### config.mk
export PLATFORM = sky130hd
export DESIGN_NAME = oecm_top
export DESIGN_NICKNAME = d
export VERILOG_FILES = /design/src/hdl/oecm_pkg.sv /design/src/hdl/oecm_clk_mon.sv /design/src/hdl/oecm_top.sv
export SDC_FILE = /design/constraint.sdc
export NUM_CORES = 1
export LEC_CHECK = 0
export BUFFER_PORTS_ARGS = -buffer_cell sky130_fd_sc_hd__buf_4
export CAP_MARGIN = 5
export CORE_ASPECT_RATIO = 1.2
export CORE_UTILIZATION = 46
export DETAILED_ROUTE_END_ITERATION = 6
export GPL_TIMING_DRIVEN = 0
export PLACE_DENSITY = 0.72
export REMOVE_ABC_BUFFERS = 1
export SLEW_MARGIN = 5
export SYNTH_ARGS = -nofsm -noshare
export SYNTH_HDL_FRONTEND = slang
export SYNTH_SLANG_ARGS = --single-unit
### constraint.sdc
create_clock -name sys_clk -period 3.6 [get_ports sys_clk]
set_input_delay 0 -clock sys_clk [delete_from_list [all_inputs] [get_ports sys_clk]]
set_output_delay 0 -clock sys_clk [all_outputs]
set_load 0.02 [all_outputs]
### src/hdl/oecm_pkg.sv
// Constants, register map and field layout of the oscillator enable and clock monitor block.
// Function
// The external oscillator force bit (bit 7) keeps it running; clear, it runs on request.
// The high frequency oscillator force bit (bit 6) keeps it running; clear, only on request.
// The mid frequency oscillator force bit (bit 5) keeps it running; clear, only on request.
// The low frequency oscillator force bit (bit 4) keeps it running; clear, only on request.
// The secondary force bit (bit 3) keeps it running in its power mode; clear, on request.
// The converter RC force bit (bit 2) keeps it running; clear, a request may start it.
// The PLL select bit (bit 0) gives peripherals the external clock times four, else plain.
// The PLL select bit never changes the system clock source or its rate.
// A fault injection bit (5 sec, 3 pri, 1 sys) blocks that clock so its monitor times out.
// A monitor that loses its clock sets its failure flag: bit 4 sec, 2 pri, 0 system.
// A failure flag stays set after the clock recovers until software writes zero to it.
// Software uses fault injection only as a demonstration and returns each bit to zero.
// Both control registers reset to zero and unimplemented bits read as zero.
// The secondary power select bit picks high power when set and low power when clear.
// Each oscillator has a read-only ready flag, high only while it is enabled and ready.
// A monitor counts cycles without an edge of its clock and fails it at the timeout count.
// An unforced oscillator runs while any request for it is active and may stop when none is.
package oecm_pkg;

    localparam int ADDR_W = 16;
    localparam int DATA_W = 32;

    // Printed register indices; the byte address is four times the index.
    localparam logic [15:0] IDX_OSC_CTRL3 = 16'h00AF;
    localparam logic [15:0] IDX_OSC_READY = 16'h00B2;
    localparam logic [15:0] IDX_FORCE_EN = 16'h00B3;
    localparam logic [15:0] IDX_MON_CTRL = 16'h0458;
    localparam logic [15:0] IDX_IRQ_STAT = 16'h0460;
    localparam logic [15:0] IDX_IRQ_MASK = 16'h0461;

    // Force enable register fields.
    localparam int FE_EXT = 7;
    localparam int FE_HF = 6;
    localparam int FE_MID = 5;
    localparam int FE_LOW = 4;
    localparam int FE_SEC = 3;
    localparam int FE_CRC = 2;
    localparam int FE_PLL = 0;
    localparam logic [7:0] FE_MASK = 8'hFD;

    // Control register 3 field.
    localparam int C3_SEC_PWR = 6;

    // Monitor control and status fields.
    localparam int MON_SEC_FI = 5;
    localparam int MON_SEC_FAIL = 4;
    localparam int MON_PRI_FI = 3;
    localparam int MON_PRI_FAIL = 2;
    localparam int MON_SYS_FI = 1;
    localparam int MON_SYS_FAIL = 0;

    // Oscillator indices on the run, request and stable vectors.
    localparam int OSC_EXT = 0;
    localparam int OSC_HF = 1;
    localparam int OSC_MID = 2;
    localparam int OSC_LOW = 3;
    localparam int OSC_SEC = 4;
    localparam int OSC_CRC = 5;
    localparam int NUM_OSC = 6;

    // Monitor indices; also the bit order of the interrupt registers.
    localparam int MON_SYS = 0;
    localparam int MON_PRI = 1;
    localparam int MON_SEC = 2;
    localparam int NUM_MON = 3;

    localparam logic [7:0] REG_RESET = 8'h00;
    localparam int MON_TIMEOUT_CYC = 64;

    function automatic logic [ADDR_W-1:0] reg_addr(input logic [15:0] idx);
        reg_addr = {idx[ADDR_W-3:0], 2'b00};
    endfunction : reg_addr

endpackage : oecm_pkg

### src/hdl/oecm_clk_mon.sv
// Loss-of-clock monitor for one watched clock, counted in system clock cycles.
`timescale 1ns/100ps
module oecm_clk_mon
    import oecm_pkg::*;
#(
    parameter int TIMEOUT = MON_TIMEOUT_CYC
) (
    input wire logic sys_clk,   // reference clock
    input wire logic rst_sync_n, // synchronised reset
    input wire logic watch_in,  // watched clock, asynchronous
    input wire logic block,     // fault injection, blocks the watched clock
    output logic fail_pulse     // one cycle when the timeout is reached
);
    localparam int CW = $clog2(TIMEOUT + 1);
    localparam logic [CW-1:0] LIMIT = CW'(TIMEOUT);

    // Refuse a timeout that the assertion window and counter cannot serve.
    if (TIMEOUT < 2 || TIMEOUT > 900) begin : g_bad_timeout
        $error("oecm_clk_mon: TIMEOUT out of range");
    end

    logic s1_r, s2_r, s3_r;
    logic [CW-1:0] cnt_r, cnt_nxt;
    logic fail_r, fail_nxt;
    logic edge_seen;

    always_ff @(posedge sys_clk or negedge rst_sync_n) begin
        if (!rst_sync_n) begin
            s1_r <= 1'b0;
            s2_r <= 1'b0;
            s3_r <= 1'b0;
            cnt_r <= '0;
            fail_r <= 1'b0;
        end else begin
            s1_r <= watch_in;
            s2_r <= s1_r;
            s3_r <= s2_r;
            cnt_r <= cnt_nxt;
            fail_r <= fail_nxt;
        end
    end

    always_comb begin
        edge_seen = (s2_r ^ s3_r) & ~block;
        if (edge_seen) begin
            cnt_nxt = '0;
        end else if (cnt_r != LIMIT) begin
            cnt_nxt = cnt_r + CW'(1);
        end else begin
            cnt_nxt = cnt_r;
        end
        fail_nxt = (cnt_nxt == LIMIT) && (cnt_r != LIMIT);
    end

    assign fail_pulse = fail_r;
endmodule : oecm_clk_mon

### src/hdl/oecm_top.sv
// Oscillator force enable, peripheral PLL select and fail-safe clock monitor with an APB slave.
`timescale 1ns/100ps
module oecm_top
    import oecm_pkg::*;
#(
    parameter int TIMEOUT = MON_TIMEOUT_CYC
) (
    input wire logic sys_clk,                // system clock, 250 MHz
    input wire logic rst_n,                  // asynchronous reset, active low
    input wire logic [ADDR_W-1:0] paddr,     // APB address
    input wire logic psel,                   // APB select
    input wire logic penable,                // APB enable
    input wire logic pwrite,                 // APB write
    input wire logic [DATA_W-1:0] pwdata,    // APB write data
    output logic [DATA_W-1:0] prdata,        // APB read data
    output logic pready,                     // APB ready
    output logic pslverr,                    // APB error on unmapped address
    input wire logic [NUM_OSC-1:0] periph_req, // peripheral oscillator requests
    input wire logic [NUM_OSC-1:0] osc_stable_in, // oscillator stable, asynchronous
    input wire logic pll_lock_in,            // PLL locked, asynchronous
    input wire logic sec_osc_clk_in,         // secondary oscillator to watch
    input wire logic prim_clk_in,            // primary oscillator to watch
    input wire logic sys_clk_mon_in,         // system clock source to watch
    output logic [NUM_OSC-1:0] osc_run,      // oscillator run enables
    output logic pll_run,                    // PLL enable
    output logic periph_ext_use_pll,         // peripheral external clock takes PLL output
    output logic sec_osc_high_power,         // secondary oscillator high power mode
    output logic irq                         // level interrupt
);
    // Refuse a timeout that the monitors cannot serve.
    if (TIMEOUT < 2 || TIMEOUT > 900) begin : g_bad_timeout
        $error("oecm_top: TIMEOUT out of range");
    end

    typedef enum logic [2:0] {
        SEL_NONE,
        SEL_CTRL3,
        SEL_READY,
        SEL_FORCE,
        SEL_MON,
        SEL_ISTAT,
        SEL_IMASK
    } oecm_sel_e;

    // Reset release through two flip-flops.
    logic rst_s1_r, rst_sync_n;
    always_ff @(posedge sys_clk or negedge rst_n) begin
        if (!rst_n) begin
            rst_s1_r <= 1'b0;
            rst_sync_n <= 1'b0;
        end else begin
            rst_s1_r <= 1'b1;
            rst_sync_n <= rst_s1_r;
        end
    end

    // Oscillator status pins pass two flip-flops.
    logic [NUM_OSC:0] stab_s1_r, stab_s2_r;
    always_ff @(posedge sys_clk or negedge rst_sync_n) begin
        if (!rst_sync_n) begin
            stab_s1_r <= '0;
            stab_s2_r <= '0;
        end else begin
            stab_s1_r <= {pll_lock_in, osc_stable_in};
            stab_s2_r <= stab_s1_r;
        end
    end

    // APB decode.
    oecm_sel_e sel;
    logic setup_ph, access_ph, wr_en;
    always_comb begin
        if (paddr == reg_addr(IDX_OSC_CTRL3)) begin
            sel = SEL_CTRL3;
        end else if (paddr == reg_addr(IDX_OSC_READY)) begin
            sel = SEL_READY;
        end else if (paddr == reg_addr(IDX_FORCE_EN)) begin
            sel = SEL_FORCE;
        end else if (paddr == reg_addr(IDX_MON_CTRL)) begin
            sel = SEL_MON;
        end else if (paddr == reg_addr(IDX_IRQ_STAT)) begin
            sel = SEL_ISTAT;
        end else if (paddr == reg_addr(IDX_IRQ_MASK)) begin
            sel = SEL_IMASK;
        end else begin
            sel = SEL_NONE;
        end
        setup_ph = psel & ~penable;
        access_ph = psel & penable;
        wr_en = access_ph & pwrite & (sel != SEL_NONE);
    end

    assign pready = 1'b1;
    assign pslverr = access_ph & (sel == SEL_NONE);

    // Software state.
    logic [7:0] fe_r, fe_nxt;
    logic c3_pwr_r, c3_pwr_nxt;
    logic [NUM_MON-1:0] fi_r, fi_nxt;
    logic [NUM_MON-1:0] fail_r, fail_nxt;
    logic [NUM_MON-1:0] ist_r, ist_nxt;
    logic [NUM_MON-1:0] imask_r, imask_nxt;
    logic [NUM_MON-1:0] fail_pulse;
    logic [7:0] wbyte;

    always_comb begin
        wbyte = pwdata[7:0];
        fe_nxt = fe_r;
        c3_pwr_nxt = c3_pwr_r;
        fi_nxt = fi_r;
        fail_nxt = fail_r;
        ist_nxt = ist_r;
        imask_nxt = imask_r;
        if (wr_en && sel == SEL_FORCE) begin
            fe_nxt = wbyte & FE_MASK;
        end
        if (wr_en && sel == SEL_CTRL3) begin
            c3_pwr_nxt = wbyte[C3_SEC_PWR];
        end
        if (wr_en && sel == SEL_MON) begin
            fi_nxt[MON_SEC] = wbyte[MON_SEC_FI];
            fi_nxt[MON_PRI] = wbyte[MON_PRI_FI];
            fi_nxt[MON_SYS] = wbyte[MON_SYS_FI];
            fail_nxt[MON_SEC] = fail_r[MON_SEC] & wbyte[MON_SEC_FAIL];
            fail_nxt[MON_PRI] = fail_r[MON_PRI] & wbyte[MON_PRI_FAIL];
            fail_nxt[MON_SYS] = fail_r[MON_SYS] & wbyte[MON_SYS_FAIL];
        end
        if (wr_en && sel == SEL_ISTAT) begin
            ist_nxt = ist_r & ~wbyte[NUM_MON-1:0];
        end
        if (wr_en && sel == SEL_IMASK) begin
            imask_nxt = wbyte[NUM_MON-1:0];
        end
        // A detection in the same cycle as a clear wins.
        fail_nxt = fail_nxt | fail_pulse;
        ist_nxt = ist_nxt | fail_pulse;
    end

    always_ff @(posedge sys_clk or negedge rst_sync_n) begin
        if (!rst_sync_n) begin
            fe_r <= REG_RESET;
            c3_pwr_r <= 1'b0;
            fi_r <= '0;
            fail_r <= '0;
            ist_r <= '0;
            imask_r <= '0;
        end else begin
            fe_r <= fe_nxt;
            c3_pwr_r <= c3_pwr_nxt;
            fi_r <= fi_nxt;
            fail_r <= fail_nxt;
            ist_r <= ist_nxt;
            imask_r <= imask_nxt;
        end
    end

    // Oscillator run control, PLL routing and ready flags.
    logic [NUM_OSC-1:0] force_vec, run_nxt, run_r;
    logic pll_run_nxt, pll_run_r, pll_sel_r, pwr_r, irq_r, irq_nxt;
    logic [7:0] rdy_r, rdy_nxt;

    always_comb begin
        force_vec[OSC_EXT] = fe_r[FE_EXT];
        force_vec[OSC_HF] = fe_r[FE_HF];
        force_vec[OSC_MID] = fe_r[FE_MID];
        force_vec[OSC_LOW] = fe_r[FE_LOW];
        force_vec[OSC_SEC] = fe_r[FE_SEC];
        force_vec[OSC_CRC] = fe_r[FE_CRC];
        run_nxt = force_vec | periph_req;
        // The PLL runs only for the peripheral path; the system clock never sees it.
        pll_run_nxt = fe_r[FE_PLL] & run_nxt[OSC_EXT];
        rdy_nxt = 8'h00;
        rdy_nxt[FE_EXT] = run_r[OSC_EXT] & stab_s2_r[OSC_EXT];
        rdy_nxt[FE_HF] = run_r[OSC_HF] & stab_s2_r[OSC_HF];
        rdy_nxt[FE_MID] = run_r[OSC_MID] & stab_s2_r[OSC_MID];
        rdy_nxt[FE_LOW] = run_r[OSC_LOW] & stab_s2_r[OSC_LOW];
        rdy_nxt[FE_SEC] = run_r[OSC_SEC] & stab_s2_r[OSC_SEC];
        rdy_nxt[FE_CRC] = run_r[OSC_CRC] & stab_s2_r[OSC_CRC];
        rdy_nxt[FE_PLL] = pll_run_r & stab_s2_r[NUM_OSC];
        irq_nxt = |(ist_nxt & imask_nxt);
    end

    always_ff @(posedge sys_clk or negedge rst_sync_n) begin
        if (!rst_sync_n) begin
            run_r <= '0;
            pll_run_r <= 1'b0;
            pll_sel_r <= 1'b0;
            pwr_r <= 1'b0;
            rdy_r <= REG_RESET;
            irq_r <= 1'b0;
        end else begin
            run_r <= run_nxt;
            pll_run_r <= pll_run_nxt;
            pll_sel_r <= fe_nxt[FE_PLL];
            pwr_r <= c3_pwr_nxt;
            rdy_r <= rdy_nxt;
            irq_r <= irq_nxt;
        end
    end

    assign osc_run = run_r;
    assign pll_run = pll_run_r;
    assign periph_ext_use_pll = pll_sel_r;
    assign sec_osc_high_power = pwr_r;
    assign irq = irq_r;

    // Clock monitors.
    logic [NUM_MON-1:0] watch_vec;
    assign watch_vec = {sec_osc_clk_in, prim_clk_in, sys_clk_mon_in};

    for (genvar g = 0; g < NUM_MON; g++) begin : g_mon
        oecm_clk_mon #(
            .TIMEOUT(TIMEOUT)
        ) u_mon (
            .sys_clk(sys_clk),
            .rst_sync_n(rst_sync_n),
            .watch_in(watch_vec[g]),
            .block(fi_r[g]),
            .fail_pulse(fail_pulse[g])
        );
    end

    // Read data is captured in the setup cycle and held through the access cycle.
    logic [7:0] rbyte;
    logic [DATA_W-1:0] prdata_r, prdata_nxt;

    always_comb begin
        rbyte = 8'h00;
        case (sel)
            SEL_CTRL3: rbyte[C3_SEC_PWR] = c3_pwr_r;
            SEL_READY: rbyte = rdy_r;
            SEL_FORCE: rbyte = fe_r;
            SEL_MON: begin
                rbyte[MON_SEC_FI] = fi_r[MON_SEC];
                rbyte[MON_SEC_FAIL] = fail_r[MON_SEC];
                rbyte[MON_PRI_FI] = fi_r[MON_PRI];
                rbyte[MON_PRI_FAIL] = fail_r[MON_PRI];
                rbyte[MON_SYS_FI] = fi_r[MON_SYS];
                rbyte[MON_SYS_FAIL] = fail_r[MON_SYS];
            end
            SEL_ISTAT: rbyte[NUM_MON-1:0] = ist_r;
            SEL_IMASK: rbyte[NUM_MON-1:0] = imask_r;
            default: rbyte = 8'h00;
        endcase
        prdata_nxt = prdata_r;
        if (setup_ph) begin
            prdata_nxt = {24'h00_0000, rbyte};
        end
    end

    always_ff @(posedge sys_clk or negedge rst_sync_n) begin
        if (!rst_sync_n) begin
            prdata_r <= '0;
        end else begin
            prdata_r <= prdata_nxt;
        end
    end

    assign prdata = prdata_r;
endmodule : oecm_top

# Yosys cells after proc, flatten, opt, wreduce, memory -nomap -nowiden
# Index checks and enable logic that the tools add are counted.
totals:
  ff_bits: 92
  in_bits: 69
  word_cells: 114
op_classes:
  addsub: 3
  n_eq_ne: 18
  n_mux: 19
  bitwise_logic: 32
  reduce_logical: 11
op_table:
  columns: ["op", "count"]
  rows:
  - ["equality test 16 x 10 -> 1 bit (second input constant)", 3]
  - ["equality test 16 x 13 -> 1 bit (second input constant)", 3]
  - ["2-to-1 mux 7 bit", 6]
  - ["2-to-1 mux 3 bit", 9]
  - ["adder 7 x 1 -> 7 bit (second input constant)", 3]
  - ["equality test 7 bit (second input constant)", 3]
  - ["inequality test 7 bit (second input constant)", 3]
  - ["AND 1 bit", 19]
  - ["case mux 3 bit (5 select lines)", 1]
  - ["equality test 3 bit (second input constant)", 3]
  - ["case mux 3 bit (3 select lines)", 1]
  - ["logical AND 1 bit", 8]
  - ["AND 3 bit", 2]
  - ["equality test 3 x 2 -> 1 bit (second input constant)", 2]
  - ["OR 3 bit", 2]
  - ["OR 6 bit", 1]
  - ["inverter 1 bit", 4]
  - ["equality test 3 x 1 -> 1 bit (second input constant)", 1]
  - ["zero test 3 bit", 1]
  - ["inverter 3 bit", 1]
  - ["case mux 1 bit (3 select lines)", 1]
  - ["nonzero test 3 bit", 1]
  - ["OR reduction 3 bit", 1]
  - ["bitwise XOR 1 bit", 3]
  - ["case mux 1 bit (2 select lines)", 1]

# Depth between registers and ports, before layout
logic_depth:
  depth_word: 14
  depth_mapped: 7

# Modules after synthesis
# A second synthesis with hierarchy kept.
hier_totals:
  hier_cells: 366
  hier_area_um2: 4227.8
modules_own_cells:
  columns: ["mod", "instances", "cells_each", "area_per_inst_um2", "seq_area_each_um2"]
  rows:
  - ["oecm_top", 1, 216, 2610.0, 1476.4]
  - ["oecm_clk_mon", 3, 50, 539.3, 275.3]

# Least setup slack after synthesis
# OpenSTA, ideal clock, no wires.
synth_path:
  path_kind: "reg-to-reg"
  startpoint: "reg g_mon[2].u_mon.cnt_r[0]"
  endpoint: "reg g_mon[2].u_mon.fail_r"
  arrival_ps: 1788
  setup_slack_ps: 1712
  stages_incl_launch_ff: 8
  n_path_buf: 0
  period_less_slack_ps: 1888
  cell_sequence: "dfrtp_1 -> inv_1 -> ha_1 -> nand4bb_1 -> nor3_2 -> xnor2_1 -> or3b_2 -> nor4_1"
synth_between:
  elab_chain_cells: 5
  elab_cells_between_ends: 6
  cone_classes: "1 x add/sub; 2 x eq/ne; 2 x mux; 1 x reduce/logical"
synth_lines:
  columns: ["item", "line_no", "text"]
  rows:
  - ["start, declared", "oecm_clk_mon.sv:23", "logic [CW-1:0] cnt_r, cnt_nxt;"]
  - ["start signal, assigned", "oecm_clk_mon.sv:38", "cnt_r <= cnt_nxt;"]
  - ["adder 7 x 1 -> 7 bit / inequality test 7 bit (equally long branches)", "oecm_clk_mon.sv:48, oecm_clk_mon.sv:47, oecm_clk_mon.sv:52", null]
  - ["2-to-1 mux 7 bit", "oecm_clk_mon.sv:47", "end else if (cnt_r != LIMIT) begin"]
  - ["2-to-1 mux 7 bit", "oecm_clk_mon.sv:45", "if (edge_seen) begin"]
  - ["equality test 7 bit", "oecm_clk_mon.sv:52", "fail_nxt = (cnt_nxt == LIMIT) && (cnt_r != LIMIT);"]
  - ["logical AND 1 bit *", "oecm_clk_mon.sv:52", null]
  - ["via g_mon[2].u_mon.fail_nxt", "oecm_clk_mon.sv:24", "logic fail_r, fail_nxt;"]
  - ["end signal, assigned", "oecm_clk_mon.sv:39", "fail_r <= fail_nxt;"]
  - ["end, declared", "oecm_clk_mon.sv:24", null]
# The timed path passes the listed nets; every way through them passes the cells marked *.
# A chain may end at the register's enable or synchronous reset.

# Worst setup path after layout
# Same ends and word-level chain as after synthesis.

==> impl_results.md <==
- Hold violation count in the final report: 0
- DIE AREA: 0.00926 mm^2
- CTS Buf Count: 9
- CP Cell Sequence: inv_1 -> ha_1 -> nand4bb_1 -> nor3_2 -> xnor2_1 -> or3b_2 -> nor4_1
- Diodes inserted: 0
- Post-CTS Resized: 0
- Post-Layout Inst Area: 0.00508 mm^2
- Detailed Route Iter0 Violations: between 100 and 150
- Synth Instances: ~350
- Maximum clock path buffer count: 2
- RSZ-0062 raised after global routing: false
- R2R cell count: 7
- Core ar.: about 0.0086 mm^2
- GRT Total Usage: 0.178
- Hold WS: just under 0.1 ns
- Peak Freq: between 0.4 and 0.5 GHz
- Clock sinks: 92
- Skew-Pair Late Insertion Delay: between 0.3 and 0.4 ns
- Leak Pwr: between 0.002 and 0.0025 uW
- Sequential-to-total area share from yosys stat: 0.564
- DRC: 0
- Port Buffers: 63
- Die Span Y: between 100 and 150 um
- Post-synth top area share: 0.564
- Max_slew headroom: 0.293
- CP endpoint kind: flop
- Final net count: between 500 and 600
- Worst reg2reg path startpoint: g_mon[2].u_mon.cnt_r[0]$_DFF_PN0_
- Worst slew pin tran: around 1.1 ns
- CTS root buf: clkbuf_8
- Detailed Route WL: about 7500 um
- Final total power: between 2000 and 2500 uW
- Mapped Area: approximately 0.0041 mm^2
- Storage element area: 0.00231 mm^2
- Post-synth EDFFs: 0
- DR pass1 iterations: 4
- Power per standard cell area: about 410 mW/mm^2
- First-pass GRT wire length: between 10000 and 15000 um
- Crit path from: g_mon[2].u_mon.cnt_r[0]$_DFF_PN0_
- Most frequent cells in the layout: dfrtp_1 (91), buf_4 (63), nor2_1 (36), conb_1 (26), dlygate4sd3_1 (26)
- Dominant synthesized flop cell: dfrtp_1
- Post-detail-place hpwl: 5300 um
- Clk_skew: approximately 0.012 ns
- TritonCTS clock tree: yes
- VDD IR-drop max: between 0.15 and 0.2 mV
- Post-synth ARST share: 1.00
- Critical path class: reg -> reg
- Crit-path max FO: 6
- Cell taking the most area after synthesis: dfrtp_1
- H-tree Lvls: 3
- Slowest-stage cell, CP: or3b_2
- Cell Area, Placed: between 0.004 and 0.005 mm^2
- Synthesis-to-finish area growth: 24.5%
- Library cells used by synthesis: 59
- Commonest non-fill, non-tap cell in the layout: dfrtp_1
- Final core occ: 0.591
- FF-to-FF End: g_mon[2].u_mon.fail_pulse$_DFF_PN0_
- Layout cells sized above 1: 0.253
- Grt total ovfl: 0
- Yosys warnings: 0
- Setup TNS: 0 ns
- Via density: 4.94
- Crit path time final: 2.09 ns
- CTS clk-pin slew, worst paths: ~0.10 ns
- Largest net degree at the start of global routing: 61
- Vias in the first global route: about 2800
- Final ANT Viol Nets: 0
- Die width: between 80 and 90 um
- Crit path launch type: flop
- Period utilisation layout: 0.581
- Avg Inst Size Synth: approximately 12 um^2
- Drt wl/cell: 13.2 um
- Io pins: about 110
- Final RePlAce weighted congestion: about 0.80
- Vias: around 2800
- Maxcap violations: 0
- Post-CTS Setup Bufs: 0
- Initial antenna violation count: 0
- CP Data Arrival Time: roughly 2.4 ns
- Status: complete, no violations
- Post-synthesis register bit count: a little over 90
- # rows: 37
- CP max stage delay: roughly 0.45 ns
- R2r setup slk: between 1.5 and 2 ns
- Initial Utilization: 0.474
- Area of the multi-input gates: 0.00162 mm^2
- Critical hold path startpoint: paddr[2]
- Fin. max-slew vios: 0
- Area contributors post-synth: dfrtp_1 (56%), buf_4 (4.6%), nor2_1 (3.3%)
- Required time worst endpoint: 3.86 ns
- Worst Hold Class: in -> reg
- Critical path endpoint: g_mon[2].u_mon.fail_pulse$_DFF_PN0_
- Final setup fails: 0
- Filler instances: 711
[worst min path at each step]
stage	to	slack, ns	depth (start not counted)
4_1_cts	prdata[5]$_DFFE_PN0P_	0.09	4
5_1_grt	prdata[5]$_DFFE_PN0P_	0.15	4
2_1_floorplan	rst_s1_r$_DFF_PN0_	-0.30	0
3_5_place_dp	rst_s1_r$_DFF_PN0_	-0.22	1
3_3_place_gp	rst_s1_r$_DFF_PN0_	-0.22	1
6_report	prdata[4]$_DFFE_PN0P_	0.1	4
[state kept, by name, summed over array words and instances, names as in the netlist, 3 cells and up]
name / cells
fail_r: 3
fe_r: 7
fi_r: 3
g_mon.u_mon.cnt_r: 21
g_mon.u_mon.fail_pulse: 3
g_mon.u_mon.s1_r: 3
g_mon.u_mon.s2_r: 3
g_mon.u_mon.s3_r: 3
imask_r: 3
ist_r: 3
osc_run: 6
prdata: 8
rdy_r: 7
stab_s1_r: 7
stab_s2_r: 7
[cells in the mapped netlist (5+ instances only)]
library cell,number
dfrtp_1,92
nor2_1,36
buf_4,25
nand2_1,16
xnor2_1,13
and2_1,12
inv_1,10
nand3_1,10
o21ai_0,10
a21oi_1,8
mux2_4,8
a22oi_1,7
nor3_1,7
xor2_1,7
a31oi_1,6
ha_1,6
or2_2,6
clkbuf_1,5
mux2i_1,5
[power by group]
group / internal, uW / switching (uW)
Combinational: 120 / 137
Clock: 339 / 394
Sequential: 1080 / 39.2
Total: 1540 / 570
[stage by stage]
stage / std cells / setup WS (ns)
final: 567 / 1.51
after detailed placement: 525 / 1.50
after global routing: 567 / 1.24
after global placement: 524 / -0.0819
after floorplan: 344 / 0.848
after CTS: 567 / 1.48
[worst max-delay path: cells and delay by family (launching register included)]
kind | cells | cell delay (ns)
simple gates | 4 | 1.15
buf+inv | 1 | 0.09
flops | 1 | 0.41
xor+xnor | 1 | 0.18
fa+ha+maj | 1 | 0.16
[timing repair]
action                                  CTS  global route
hold buffers                             26             0
hold endpoints to repair                 37             0
endpoints found under the setup margin    0             0
[cells by family (layout without fill, tap and decap cells)]
logic type | count (synthesis) | count (layout) | synth area share
adder cells (fa/ha/maj) | 6 | 6 | 0.0184
multiplexers | 16 | 16 | 0.0500
AND/OR/NAND/NOR | 131 | 131 | 0.193
AO/OA/AOI/OAI | 43 | 43 | 0.0683
buffers and inverters | 42 | 116 | 0.0619
other | 2 | 26 | 0.00184
XOR/XNOR | 20 | 20 | 0.0429
flip-flops | 92 | 92 | 0.564
[cell type report]
class | count | area share
Timing Repair Buffer | 90 | 0.150
Clock inverter | 7 | 0.0182
Clock buffer | 9 | 0.0244
Inverter | 10 | 0.00738
Tap cell | 117 | 0.0288
Sequential cell | 92 | 0.453
Multi-Input combinational cell | 242 | 0.318
[layer usage]
layer / track usage / up-vias / share of wire
met2: 0.299 / 85 / 0.51
met1: 0.221 / 1351 / 0.42
met4: 0.0796 / 0 / 0.022
met5: 0 / - / 0
li1: - / 1350 / -
met3: 0.0300 / 16 / 0.048
Note: power is estimated with default switching activity, not from simulation.
